## src/shared/pot_cmd_consts.vh

```
// Constants for the dual pot serial command decoder
`ifndef POT_CMD_CONSTS_VH
`define POT_CMD_CONSTS_VH
`define DEV_ID_BITS       6'h14
`define OP_GLOBAL_RECALL  4'h1
`define OP_GLOBAL_SAVE    4'h8
`define OP_SINGLE_SAVE    4'he
`define OP_SINGLE_RECALL  4'hd
`define OP_STEP           4'h2
`define BITS_PER_BYTE     4'h8
`define WIPER_MAX         6'h3f
`define WIPER_MIN         6'h00
`define WIPER_RESET       6'h00
`define NV_WRITE_TIME_NS  5000000
`define CLK_PERIOD_NS     4
`endif

```

## src/hdl/pot_edge_sync.v

```verilog
// Two-stage synchroniser with rise and fall detection
`timescale 1ns/1ps
`default_nettype none
module pot_edge_sync #(
  parameter IDLE_LEVEL = 1'b0
) (
  input  wire i_ref_clk,
  input  wire i_rst,
  input  wire i_async,
  output reg  o_level,
  output wire o_rise,
  output wire o_fall
);
  reg meta;
  reg sync;
  // First stage feeds only the second stage
  always @(posedge i_ref_clk or posedge i_rst) begin
    if (i_rst) begin
      // Reset to the pin's idle level so no false edge follows reset
      meta    <= IDLE_LEVEL;
      sync    <= IDLE_LEVEL;
      o_level <= IDLE_LEVEL;
    end else begin
      meta    <= i_async;
      sync    <= meta;
      o_level <= sync;
    end
  end
  assign o_rise = sync & ~o_level;
  assign o_fall = ~sync & o_level;
endmodule // pot_edge_sync
`default_nettype wire

```

## src/hdl/pot_cmd_decoder.v

```verilog
// Serial command decoder for a dual 64-tap pot
//
// Functional notes
// Global recall copies chosen slot into both wipers
// Global save stores both wipers, high-voltage cycle
// Single save stores one wiper, high-voltage cycle
// Single recall loads one pot's chosen slot
// Step command shifts direction bits until deselect
// Nonvolatile write starts only after chip select rises
// High bit steps up, low bit steps down
// Busy flag high throughout nonvolatile write
// Nonvolatile write lasts at least the write time
// Strap mismatch frame changes nothing
`include "pot_cmd_consts.vh"
`timescale 1ns/1ps
`default_nettype none
module pot_cmd_decoder #(
  parameter NV_WRITE_CYCLES = `NV_WRITE_TIME_NS / `CLK_PERIOD_NS
) (
  input  wire       i_ref_clk,
  input  wire       i_rst,
  input  wire       i_cs_n,
  input  wire       i_sck,
  input  wire       i_si,
  input  wire       i_addr_strap_hi,
  input  wire       i_addr_strap_lo,
  output reg  [5:0] o_wiper0,
  output reg  [5:0] o_wiper1,
  output reg        o_write_in_progress_flag
);
  wire cs_lvl, cs_rise, cs_fall;
  // Only the serial clock's rising edge is used (mode 0,0)
  wire sck_rise;
  wire si_lvl;
  wire strap_hi, strap_lo;
  reg  strap_hi_m, strap_hi_s, strap_lo_m, strap_lo_s;

  // Chip select idles high; clock and data idle low
  pot_edge_sync #(.IDLE_LEVEL(1'b1)) u_cs (.i_ref_clk(i_ref_clk), .i_rst(i_rst), .i_async(i_cs_n),
                      .o_level(cs_lvl), .o_rise(cs_rise), .o_fall(cs_fall));
  pot_edge_sync #(.IDLE_LEVEL(1'b0)) u_sck (.i_ref_clk(i_ref_clk), .i_rst(i_rst), .i_async(i_sck),
                       .o_level(), .o_rise(sck_rise), .o_fall());
  pot_edge_sync u_si (.i_ref_clk(i_ref_clk), .i_rst(i_rst), .i_async(i_si),
                      .o_level(si_lvl), .o_rise(), .o_fall());

  // Strap pins are slow but still cross domains
  always @(posedge i_ref_clk or posedge i_rst) begin
    if (i_rst) begin
      strap_hi_m <= 1'b0;
      strap_hi_s <= 1'b0;
      strap_lo_m <= 1'b0;
      strap_lo_s <= 1'b0;
    end else begin
      strap_hi_m <= i_addr_strap_hi;
      strap_hi_s <= strap_hi_m;
      strap_lo_m <= i_addr_strap_lo;
      strap_lo_s <= strap_lo_m;
    end
  end
  assign strap_hi = strap_hi_s;
  assign strap_lo = strap_lo_s;

  // Saturating step toward either terminal
  function [5:0] step_wiper;
    input [5:0] cur;
    input       up;
    begin
      if (up)
        step_wiper = (cur == `WIPER_MAX) ? cur : cur + 6'h01;
      else
        step_wiper = (cur == `WIPER_MIN) ? cur : cur - 6'h01;
    end
  endfunction

  localparam ST_IDLE  = 3'h0;
  localparam ST_ADDR  = 3'h1;
  localparam ST_INSTR = 3'h2;
  localparam ST_STEP  = 3'h3;
  localparam ST_DONE  = 3'h4;
  localparam ST_SKIP  = 3'h5;

  reg [2:0]  state;
  reg [3:0]  bit_cnt;
  reg [7:0]  shift;
  reg [5:0]  saved0 [0:3];
  reg [5:0]  saved1 [0:3];
  reg        pend_save;
  reg        pend_both;
  reg        pend_pot;
  reg [1:0]  pend_slot;
  reg        step_pot;
  reg [31:0] nv_cnt;
  reg        nv_both;
  reg        nv_pot;
  reg [1:0]  nv_slot;
  reg [5:0]  nv_data0;
  reg [5:0]  nv_data1;
  integer    k;

  wire [7:0] next_shift = {shift[6:0], si_lvl};
  wire [3:0] op   = next_shift[7:4];
  wire [1:0] slot = next_shift[3:2];
  wire       pot  = next_shift[0];

  // Frame decode on synchronised clock edges; mode 0,0 samples on rise
  always @(posedge i_ref_clk or posedge i_rst) begin
    if (i_rst) begin
      state     <= ST_IDLE;
      bit_cnt   <= 4'h0;
      shift     <= 8'h00;
      pend_save <= 1'b0;
      pend_both <= 1'b0;
      pend_pot  <= 1'b0;
      pend_slot <= 2'h0;
      step_pot  <= 1'b0;
      o_wiper0  <= `WIPER_RESET;
      o_wiper1  <= `WIPER_RESET;
      o_write_in_progress_flag <= 1'b0;
      nv_cnt    <= 32'h0;
      nv_both   <= 1'b0;
      nv_pot    <= 1'b0;
      nv_slot   <= 2'h0;
      nv_data0  <= 6'h00;
      nv_data1  <= 6'h00;
      for (k = 0; k < 4; k = k + 1) begin
        saved0[k] <= `WIPER_RESET;
        saved1[k] <= `WIPER_RESET;
      end
    end else begin
      if (cs_fall) begin
        state   <= ST_ADDR;
        bit_cnt <= 4'h0;
        pend_save <= 1'b0;
      end else if (cs_rise) begin
        state <= ST_IDLE;
        // Start the high-voltage cycle only at deselect
        if (pend_save && !o_write_in_progress_flag) begin
          o_write_in_progress_flag <= 1'b1;
          nv_cnt   <= 32'h0;
          nv_both  <= pend_both;
          nv_pot   <= pend_pot;
          nv_slot  <= pend_slot;
          // Data captured here, so later steps cannot alter the save
          nv_data0 <= o_wiper0;
          nv_data1 <= o_wiper1;
        end
        pend_save <= 1'b0;
      end else if (!cs_lvl && sck_rise) begin
        shift <= next_shift;
        case (state)
          ST_ADDR: begin
            bit_cnt <= bit_cnt + 4'h1;
            if (bit_cnt == `BITS_PER_BYTE - 4'h1) begin
              bit_cnt <= 4'h0;
              // Wrong id or straps: skip the rest of the frame
              if (next_shift[7:2] == `DEV_ID_BITS &&
                  next_shift[1] == strap_hi && next_shift[0] == strap_lo)
                state <= ST_INSTR;
              else
                state <= ST_SKIP;
            end
          end
          ST_INSTR: begin
            bit_cnt <= bit_cnt + 4'h1;
            if (bit_cnt == `BITS_PER_BYTE - 4'h1) begin
              state <= ST_DONE;
              case (op)
                `OP_GLOBAL_RECALL: begin
                  o_wiper0 <= saved0[slot];
                  o_wiper1 <= saved1[slot];
                end
                `OP_GLOBAL_SAVE: begin
                  pend_save <= 1'b1;
                  pend_both <= 1'b1;
                  pend_slot <= slot;
                end
                `OP_SINGLE_SAVE: begin
                  pend_save <= 1'b1;
                  pend_both <= 1'b0;
                  pend_pot  <= pot;
                  pend_slot <= slot;
                end
                `OP_SINGLE_RECALL: begin
                  if (pot)
                    o_wiper1 <= saved1[slot];
                  else
                    o_wiper0 <= saved0[slot];
                end
                `OP_STEP: begin
                  // Reserved bits must be zero, else the op is ignored
                  if (next_shift[3:1] == 3'h0) begin
                    state    <= ST_STEP;
                    step_pot <= pot;
                  end
                end
                default: state <= ST_DONE;
              endcase
            end
          end
          ST_STEP: begin
            // Each clock moves one segment; no limit on count
            if (step_pot)
              o_wiper1 <= step_wiper(o_wiper1, si_lvl);
            else
              o_wiper0 <= step_wiper(o_wiper0, si_lvl);
          end
          default: state <= state;
        endcase
      end
      // Nonvolatile write timer; commit at end of the full time
      // A frame ending mid-write must not stall the count
      if (o_write_in_progress_flag) begin
        nv_cnt <= nv_cnt + 32'h1;
        if (nv_cnt >= NV_WRITE_CYCLES - 1) begin
          o_write_in_progress_flag <= 1'b0;
          if (nv_both || !nv_pot)
            saved0[nv_slot] <= nv_data0;
          if (nv_both || nv_pot)
            saved1[nv_slot] <= nv_data1;
        end
      end
    end
  end
endmodule // pot_cmd_decoder
`default_nettype wire

```

## config.mk

```make
export PLATFORM = sky130hd
export DESIGN_NAME = pot_cmd_decoder
export DESIGN_NICKNAME = d
export VERILOG_FILES = /design/src/hdl/pot_edge_sync.v /design/src/hdl/pot_cmd_decoder.v
export VERILOG_INCLUDE_DIRS = /design/src /design/src/shared
export SDC_FILE = /design/constraint.sdc
export NUM_CORES = 1
export LEC_CHECK = 0
export ABC_AREA = 1
export BUFFER_PORTS_ARGS = -buffer_cell sky130_fd_sc_hd__clkbuf_2
export CAP_MARGIN = 25
export CELL_PAD_IN_SITES_DETAIL_PLACEMENT = 0
export CELL_PAD_IN_SITES_GLOBAL_PLACEMENT = 2
export CORE_MARGIN = 2
export CORE_UTILIZATION = 40
export DETAILED_ROUTE_END_ITERATION = 8
export GPL_ROUTABILITY_DRIVEN = 0
export PLACE_DENSITY_LB_ADDON = 0.08
export SLEW_MARGIN = 20
export SYNTH_ARGS = -nofsm -noshare
export SYNTH_HDL_FRONTEND = slang
export SYNTH_SLANG_ARGS = --single-unit
```

## constraint.sdc

```tcl
create_clock -name i_ref_clk -period 15.75 [get_ports i_ref_clk]
set_input_delay 4.725 -clock i_ref_clk [delete_from_list [all_inputs] [get_ports i_ref_clk]]
set_output_delay 4.725 -clock i_ref_clk [all_outputs]
set_load 0.01 [all_outputs]
```

# Yosys cells after proc, flatten, opt, wreduce, memory -nomap -nowiden
# Cells that the tools add are included.
# totals
reg_bits	142
latchBits	0
ramBits	0
rom_bits	0
inputBits	7
output_inout_bits	13
wordCells	181
n_memories	0
# classes
add_sub_neg	6
n_mul	0
n_div	0
n_lt_le_gt_ge	4
n_eq_ne	28
shifts	0
n_mux	56
bitwise	10
n_reduce_logical	39
# op_table
operator	n
two-way mux 32 bit	4
two-way mux 6 bit	17
bitwise mux 24 bit	2
one-hot mux 6 bit (2 select lines)	4
adder 32 x 1 -> 32 bit, second input constant	1
greater-or-equal comparator 32 x 21 -> 1 bit, second input constant	1
binary-select mux 6 bit (select 2 bit)	2
two-way mux 3 bit	8
AND reduction 10 bit	2
AND reduction 3 bit	6
AND reduction 6 bit	3
two-way mux 4 bit	4
nonzero test 3 bit	5
adder 6 x 1 -> 6 bit, second input constant	2
demux 6 bit (select 2 bit)	1
== test 4 bit, second input constant	3
== test 6 bit, second input constant	2
logical NOT 6 bit	2
subtractor 6 x 1 -> 6 bit, second input constant	2
two-way mux 1 bit	11
nonzero test 2 bit	5
!= test 3 x 2 -> 1 bit, second input constant	3
!= test 3 bit, second input constant	3
!= test 2 bit, second input constant	4
27 further kinds	46

# Logic depth before layout (Yosys ltp)
# Gate-level depths: netlist of run 1.
# depth
depth_word	9
depth_mapped	12
mapped_depth_nobuf	12

# Modules after synthesis
# From an unflattened synthesis of run 1, not the netlist that was laid out.
# unflattened
cells_unflattened	971
area_unflattened_um2	7427.1
# by_module_without_submodules
module	instances	cells_each	area_per_inst_um2	seq_area_each_um2
pot_cmd_decoder	1	947	7141.8	3328.2
pot_edge_sync at u_sck ...	2	8	93.8	75.1
pot_edge_sync at u_cs	1	8	97.6	78.8

# Worst setup path before layout of run 1
# Ideal clock, no wire load.
# synth_path
kind	flip-flop to output port
from	register o_wiper0[1]
to	output o_wiper0[1]
arrival_time_ps	462
required_ps	11025
setup_slack_ps	10563
stages_incl_launch_ff	1
n_path_buf	0
path_cell_list	dfrtp_1
# synth_rtl
item	line	source
from (decl)	pot_cmd_decoder.v:27	output reg [5:0] o_wiper0,
from (signal assigned)	pot_cmd_decoder.v:116	o_wiper0 <= `WIPER_RESET;
from (signal assigned)	pot_cmd_decoder.v:169	o_wiper0 <= saved0[slot];
from (signal assigned)	pot_cmd_decoder.v:187	o_wiper0 <= saved0[slot];
# No word-level cell between the ends.

# Worst setup path in the final report of run 1
# layout_path
from	register o_write_in_progress_flag
to	output o_write_in_progress_flag
# layout_rtl
item	line	source
from (decl)	pot_cmd_decoder.v:29	output reg o_write_in_progress_flag
from (signal assigned)	pot_cmd_decoder.v:118	o_write_in_progress_flag <= 1'b0;
from (signal assigned)	pot_cmd_decoder.v:138	o_write_in_progress_flag <= 1'b1;
from (signal assigned)	pot_cmd_decoder.v:215	o_write_in_progress_flag <= 1'b0;
# No word-level cell between the ends.

==> impl_metrics.toml, run 1 <==
[timing]
final.setup.tns_ns = 0
skew_ns = 0.00894
final-setup-viol-count = 0
fin_crit_sh_pct = 39.1
rsz0062_at_grt = "false"
worst_slack_ns = 9.60
layout_min_cycle_time_ns = 6.15
worst_pin_slew_ns = 0.975
hold_viol = 0
whs_ns = 0.347
fmax_mhz = 163
maxSlewViolCount = 0
maxSlewHeadroom_pct = 34.8

[worst_hold_path]
hp-start = "u_sck.meta"
holdCritPathClass = "flop to flop"

[clock_tree]
cts_hold_buf = 0
numClockSinks = 142
post_cts_buffers = 0
path_clk_slew_ns = 0.06
clkLatencyLatePin_ns = 0.42
cts_root_buf = "clkbuf_16"
clk_path_buf_depth = 2
cts_resized = 0
cts_buffers = 17
h-tree-depth = 4
cts_tree = "built"

[yosys]
syn_nets = 991
async_flop_share_pct = 100
yosys_register_bits = 142
syn_area_per_cell_sq_um = 7.73
synthCells = 970
synth_flop_cell = "dfrtp_1"
synth_seq_area_share_pct = 47.4
yosysWarnings = 0
netlist_area_sq_um = 7500
synth_cell_types = 37
synth-edff-count = 0

[worst_setup_path]
crit_chain = "clkbuf_2"
crit_cells = 1
cp-endpoint = "o_write_in_progress_flag"
crit_start = "o_write_in_progress_flag"
endpoint_kind = "output pin"
setup.worst_path.start_class = "flop"
path_delay_family = "flip-flops"
crit_required_ns = 11.03
regToRegEndpoint = "nv_cnt[12]"
reg2reg_from = "o_write_in_progress_flag"
reg2reg_setup_slack_ns = 12.90
r2r_cells = 7
path_max_fanout = 18
critical-path-max-stage-delay_ns = 0.76
slowest_stage = "dfrtp_1"
path_class = "flop to output pin"
worst-path-buf-inv = 1
worst-endpoint-arrival_ns = 1.43

[status]
status = "finished, final reports clean"

[detailed_routing]
num_vias = 6715
drc_errors = 0
first_pass_iters = 8
routed_wl_mm = 20.8
avgRoutedWirePerCell_um = 17.0
drt_iter0_drc = 445
via_per_inst = 5.47
postRouteAntennaNets = 0

[global_routing]
grt_pass1_vias = 6583
grt_pass1_wl_mm = 34.6
grt_max_degree = 74
overflow = 0
antenna_found_initial = 0
grt_usage_pct = 22.1

[placement]
pre_cts_ws_ns = 9.39
placed_area_sq_um = 7800
dp_hpwl_mm = 14.3
port_buffers = 19
dp.cells = 1194

[floorplanning]
initial_core_util_pct = 40.5
die_h_um = 141
die_width_um = 141
coreArea_sq_um = 18500
rows = 50
die_area_sq_um = 19900
ios = 20

[power]
peakVddDrop_uv = 75.3
power_switching_w = 0.000238
p_per_area_nw_per_um2 = 105
p_comb_share_pct = 10.7
p_int_w = 0.000644
p_clk_share_pct = 45.4
power_leakage_nw = 4.02
power_frac_seq_pct = 43.8
swShare_pct = 27.0

[job]
cap_viol_max_count = 0

[finish]
drive_above_1_share_pct = 7.85
fin_nets = 1002
fin_cells = 1228
areaGrowthSynthToFinish_pct = 12.3
design_area_sq_um = 8420
antennaDiodeCount = 0
worst register-to-register path: stages, from the launching register on:
cell and delay, ns:
dfrtp_1 0.76, inv_1 0.46, nand2_1 0.52, inv_1 0.37, nor3_2 0.28, nand3_1 0.13, o21ai_0 0.16, a21oi_1 0.06
cell families after synthesis:
logic type	after synthesis	share of synthesized area [%]
buffers and inverters	116	6.21
AND/OR/NAND/NOR	534	31.2
flip-flops	142	47.4
AO/OA/AOI/OAI	145	10.4
XOR/XNOR	19	2.22
adder cells (fa/ha/maj)	14	2.54
worst min-delay path by stage:
stage | cells past startpoint | to | slack (ns)
finish | 0 | u_sck.sync | 0.35
global route | 0 | u_si.o_level | 0.36
CTS | 0 | u_sck.sync | 0.35
detailed placement | 0 | u_sck.sync | 0.34
global placement | 0 | strap_lo | 0.33
floorplan | 0 | strap_hi | 0.33
final cells by class:
| cell class | count | area [sq um] |
|---|---|---|
| Sequential cell | 142 | 3560 |
| Clock buffer | 22 | 464 |
| Clock inverter | 10 | 115 |
| Timing Repair Buffer | 28 | 210 |
| Multi-Input combinational cell | 712 | 3480 |
| Tap cell | 234 | 293 |
| Inverter | 80 | 305 |
| Fill cell | 1940 | 10100 |
power by group through the flow:
stage / logic [W] / registers (W) / clock network [W]
after floorplan: 0.0000671 / 0.000387 / 0
after detailed placement: 0.0000936 / 0.000393 / 0
after global placement: 0.0000930 / 0.000392 / 0
after CTS: 0.0000943 / 0.000386 / 0.000410
final: 0.0000947 / 0.000387 / 0.000401
after global routing: 0.000108 / 0.000388 / 0.000427
cells in the final DEF, fill, tap and decap left out, types with 2 or more instances in the layout:
master      instances
o221ai_1            2
buf_16              2
clkbuf_1            3
bufinv_16           2
clkinvlp_4          3
ha_1               12
nand2_1           287
nor2_4              3
buf_4               6
nor3_1             16
o31ai_1             2
xnor2_1             7
inv_1              76
dfstp_2             3
inv_2               3
or2_2               3
nand3b_1            2
o21ai_1             9
clkbuf_8            2
clkinv_2            3
clkbuf_16          17
inv_6               2
fa_1                2
o21ai_0            77
nand4_1            74
dfrtp_1           139
clkbuf_2           19
a21oi_1            34
o22ai_1            12
nor2_2              2
nand2_2             3
nand3_1            49
nor2_1             92
a31oi_1             3
nor3_2              2
xor2_1             12
registers in the layout, summed over array words and instances (netlist names), 2 cells and up:
signal,flops
shift,7
pend_slot,2
o_wiper1,6
nv_data1,6
nv_slot,2
bit_cnt,4
state,3
o_wiper0,6
nv_cnt,32
saved1,24
nv_data0,6
saved0,24
per-stage QoR:
stage	util, %	power (W)
after global placement	42.0	0.000485
after CTS	45.2	0.000891
after global routing	45.5	0.000922
after detailed placement	42.1	0.000487
after floorplan	-	0.000454
final	45.5	0.000882
cells in the mapped netlist (all sizes together), types with 2 or more instances:
library cell / n / area, sq um
nand3: 49 / 245
nand4: 74 / 463
a21oi: 35 / 186
xor2: 12 / 105
o221ai: 2 / 17.5
or2: 3 / 18.8
o21ai: 86 / 430
clkbuf: 21 / 78.8
nor2: 97 / 392
buf: 15 / 86.3
o22ai: 12 / 75.1
o31ai: 2 / 15.0
nor3: 18 / 100
fa: 2 / 40.0
ha: 12 / 150
dfstp: 3 / 78.8
nand3b: 2 / 15.0
nand2: 290 / 1100
inv: 80 / 300
dfrtp: 139 / 3480
xnor2: 7 / 61.3
a31oi: 3 / 18.8
layer usage:
layer | vias to the layer above | GRT usage, % | wire length, um
met5 | - | 0 | 0
met4 | 0 | 7.11 | 307
met3 | 24 | 5.06 | 1180
met2 | 181 | 34.1 | 9420
met1 | 3252 | 31.0 | 9940
li1 | 3258 | - | -
Power figures use the tool's default switching activity.
==> run 2: changes to the inputs <==
ABC_AREA = 0   (was 1)
CORE_UTILIZATION = 43   (was 40)
clock period = 6 ns   (was 15.75 ns; I/O delays follow)
==> run 2 against run 1 <==
Compared with the run above:
- first-iteration DRC count decreased by 36%
- worst setup slack got worse by 6.6 ns
- critical path depth unchanged
- clock power increased to 2.5 times the previous value
- critical path type unchanged
- area after synthesis decreased by 4.4%
- critical endpoint unchanged
- non-clock buffer count decreased by 5
- combinational power increased by 55%
==> impl_metrics.toml, run 2 <==
[worst_setup_path]
path_max_fanout = 13
slowest_stage = "dfrtp_1"
endpoint_kind = "output pin"
worst-endpoint-arrival_ns = 1.24
crit_required_ns = 4.20
path_class = "flop to output pin"
path_delay_family = "flip-flops"
setup.worst_path.start_class = "flop"
worst-path-buf-inv = 1
crit_chain = "clkbuf_2"
critical-path-max-stage-delay_ns = 0.60

[finish]
largest-register = "nv_cnt"
fin_nets = 639
fillers = 1477
antennaDiodeCount = 0
layout_commonest_cell = "dfrtp_1"
final_cell_mix = "dfrtp_1 (139), mux2_2 (56), nor2_1 (43), nand2_1 (38), o21ai_0 (30)"
multiInputGateArea_sq_um = 3440
areaGrowthSynthToFinish_pct = 11.8
final-seq-area_sq_um = 3560
top_regs = "nv_cnt: 32 flops, saved0: 24 flops, saved1: 24 flops"
largest_reg_flops = 32
drive_above_1_share_pct = 24.2
finish.utilization_pct = 48.8

[detailed_routing]
routed_wl_mm = 15.7
avgRoutedWirePerCell_um = 18.5
first_pass_iters = 4
drt_iter0_drc = 283
via_per_inst = 5.65
postRouteAntennaNets = 0
drc_errors = 0
num_vias = 4804

[yosys]
synth_area_leader_cell = "dfrtp_1"
yosys_register_bits = 142
async_flop_share_pct = 100
synth_seq_area_share_pct = 49.6
syn_nets = 624
synthTopCellsByCount = "dfrtp_1 (139), mux2_2 (56), nor2_1 (44)"
synth_flop_cell = "dfrtp_1"
yosysTopAreaCellShare_pct = 48.5
synth_most_common_cell = "dfrtp_1"
netlist_area_sq_um = 7170
synth-edff-count = 0
yosysWarnings = 0
synth_cell_types = 70
synthCells = 603
syn_area_per_cell_sq_um = 11.9
ys_top_cells_by_area = "dfrtp_1 (49%), mux2_2 (8.8%), mux2_1 (3.8%)"

[floorplanning]
rows = 47
die_h_um = 133
ios = 20
coreArea_sq_um = 16400
initial_core_util_pct = 43.7
die_width_um = 133
die_area_sq_um = 17700

[power]
power.total_w = 0.00222
p_comb_share_pct = 6.6
peakVddDrop_uv = 197
swShare_pct = 26.3
power_leakage_nw = 3.70
power_switching_w = 0.000581
p_clk_share_pct = 45.6
p_per_area_nw_per_um2 = 276
power_frac_seq_pct = 47.8
p_int_w = 0.00163

[clock_tree]
path_clk_slew_ns = 0.06
clk_path_buf_depth = 2
clkLatencyLatePin_ns = 0.43
cts_root_buf = "clkbuf_16"
cts_resized = 0
numClockSinks = 142
post_cts_buffers = 0
cts_hold_buf = 0
cts_tree = "built"
h-tree-depth = 4
cts_buffers = 17

[worst_hold_path]
holdCritPathClass = "flop to flop"

[timing]
maxSlewViolCount = 0
final.setup.tns_ns = 0
final-setup-viol-count = 0
skew_ns = 0.00691
hold_viol = 0
rsz0062_at_grt = "false"
maxSlewHeadroom_pct = 43.4
layout_min_cycle_time_ns = 3.04
fin_crit_sh_pct = 50.7
fmax_mhz = 329
worst_pin_slew_ns = 0.849

[placement]
dp_hpwl_mm = 10.5
port_buffers = 19

[global_routing]
grt_pass1_wl_mm = 26.7
grt_max_degree = 116
grt_usage_pct = 19.3
grt_pass1_vias = 4993
antenna_found_initial = 0
overflow = 0

[job]
cap_viol_max_count = 0

[status]
status = "finished, final reports clean"
[run 2: final timing paths]
check | cells past startpoint | to | start | slack [ns]
max | 1 | o_write_in_progress_flag | o_write_in_progress_flag | 2.96
min | 0 | strap_hi | strap_hi_m | 0.35
max reg2reg | 7 | o_wiper0[5] | u_si.o_level | 3.01
min reg2reg | 0 | strap_hi | strap_hi_m | 0.35
max in group asynchronous | 3 | u_cs.sync | i_rst | 3.50
min in group asynchronous | 2 | nv_cnt[22] | i_rst | 1.49
[run 2: area by class of cell]
cell class | count | area share (%)
clock buffers | 17 | 5.31
clock inverters | 15 | 1.73
inverters | 12 | 0.656
multi-input cells | 422 | 42.9
flip-flops and latches | 142 | 44.4
well taps | 220 | 3.44
repair buffers | 23 | 1.56
[run 2: through the flow]
stage | instance area [sq um] | std cells | hold WS, ns | setup WS, ns
floorplan | 7170 | 603 | 0.331 | 0.395
global placement | 7450 | 819 | 0.332 | 2.85
detailed placement | 7450 | 819 | 0.335 | 2.80
CTS | 8010 | 851 | 0.349 | 2.93
global route | 8010 | 851 | 0.357 | 2.80
finish | 8010 | 851 | 0.345 | 2.96
[run 2: power by group through the flow]
stage                     Combinational (W)  Clock (W)  Sequential [W]
after floorplan                    0.000150          0         0.00103
after global placement             0.000147          0         0.00108
after detailed placement           0.000150          0         0.00108
after CTS                          0.000151    0.00104         0.00106
after global routing               0.000165    0.00108         0.00107
final                              0.000147    0.00101         0.00106
[run 2: per-layer routing]
layer	track usage (%)	wire, um	share of wire, %	vias up
li1	-	-	-	2261
met1	25.3	7380	47	2467
met2	32.3	7720	49	58
met3	3.54	387	2.5	18
met4	7.09	235	1.5	0
met5	0	0	0	-
[run 2: kinds of logic after synthesis]
family,Yosys count,synth area share (%)
flip-flops,142,49.6
multiplexers,92,16.3
AO/OA/AOI/OAI,100,10.7
XOR/XNOR,31,3.79
AND/OR/NAND/NOR,185,14.4
buffers and inverters,39,2.41
adder cells (fa/ha/maj),14,2.65
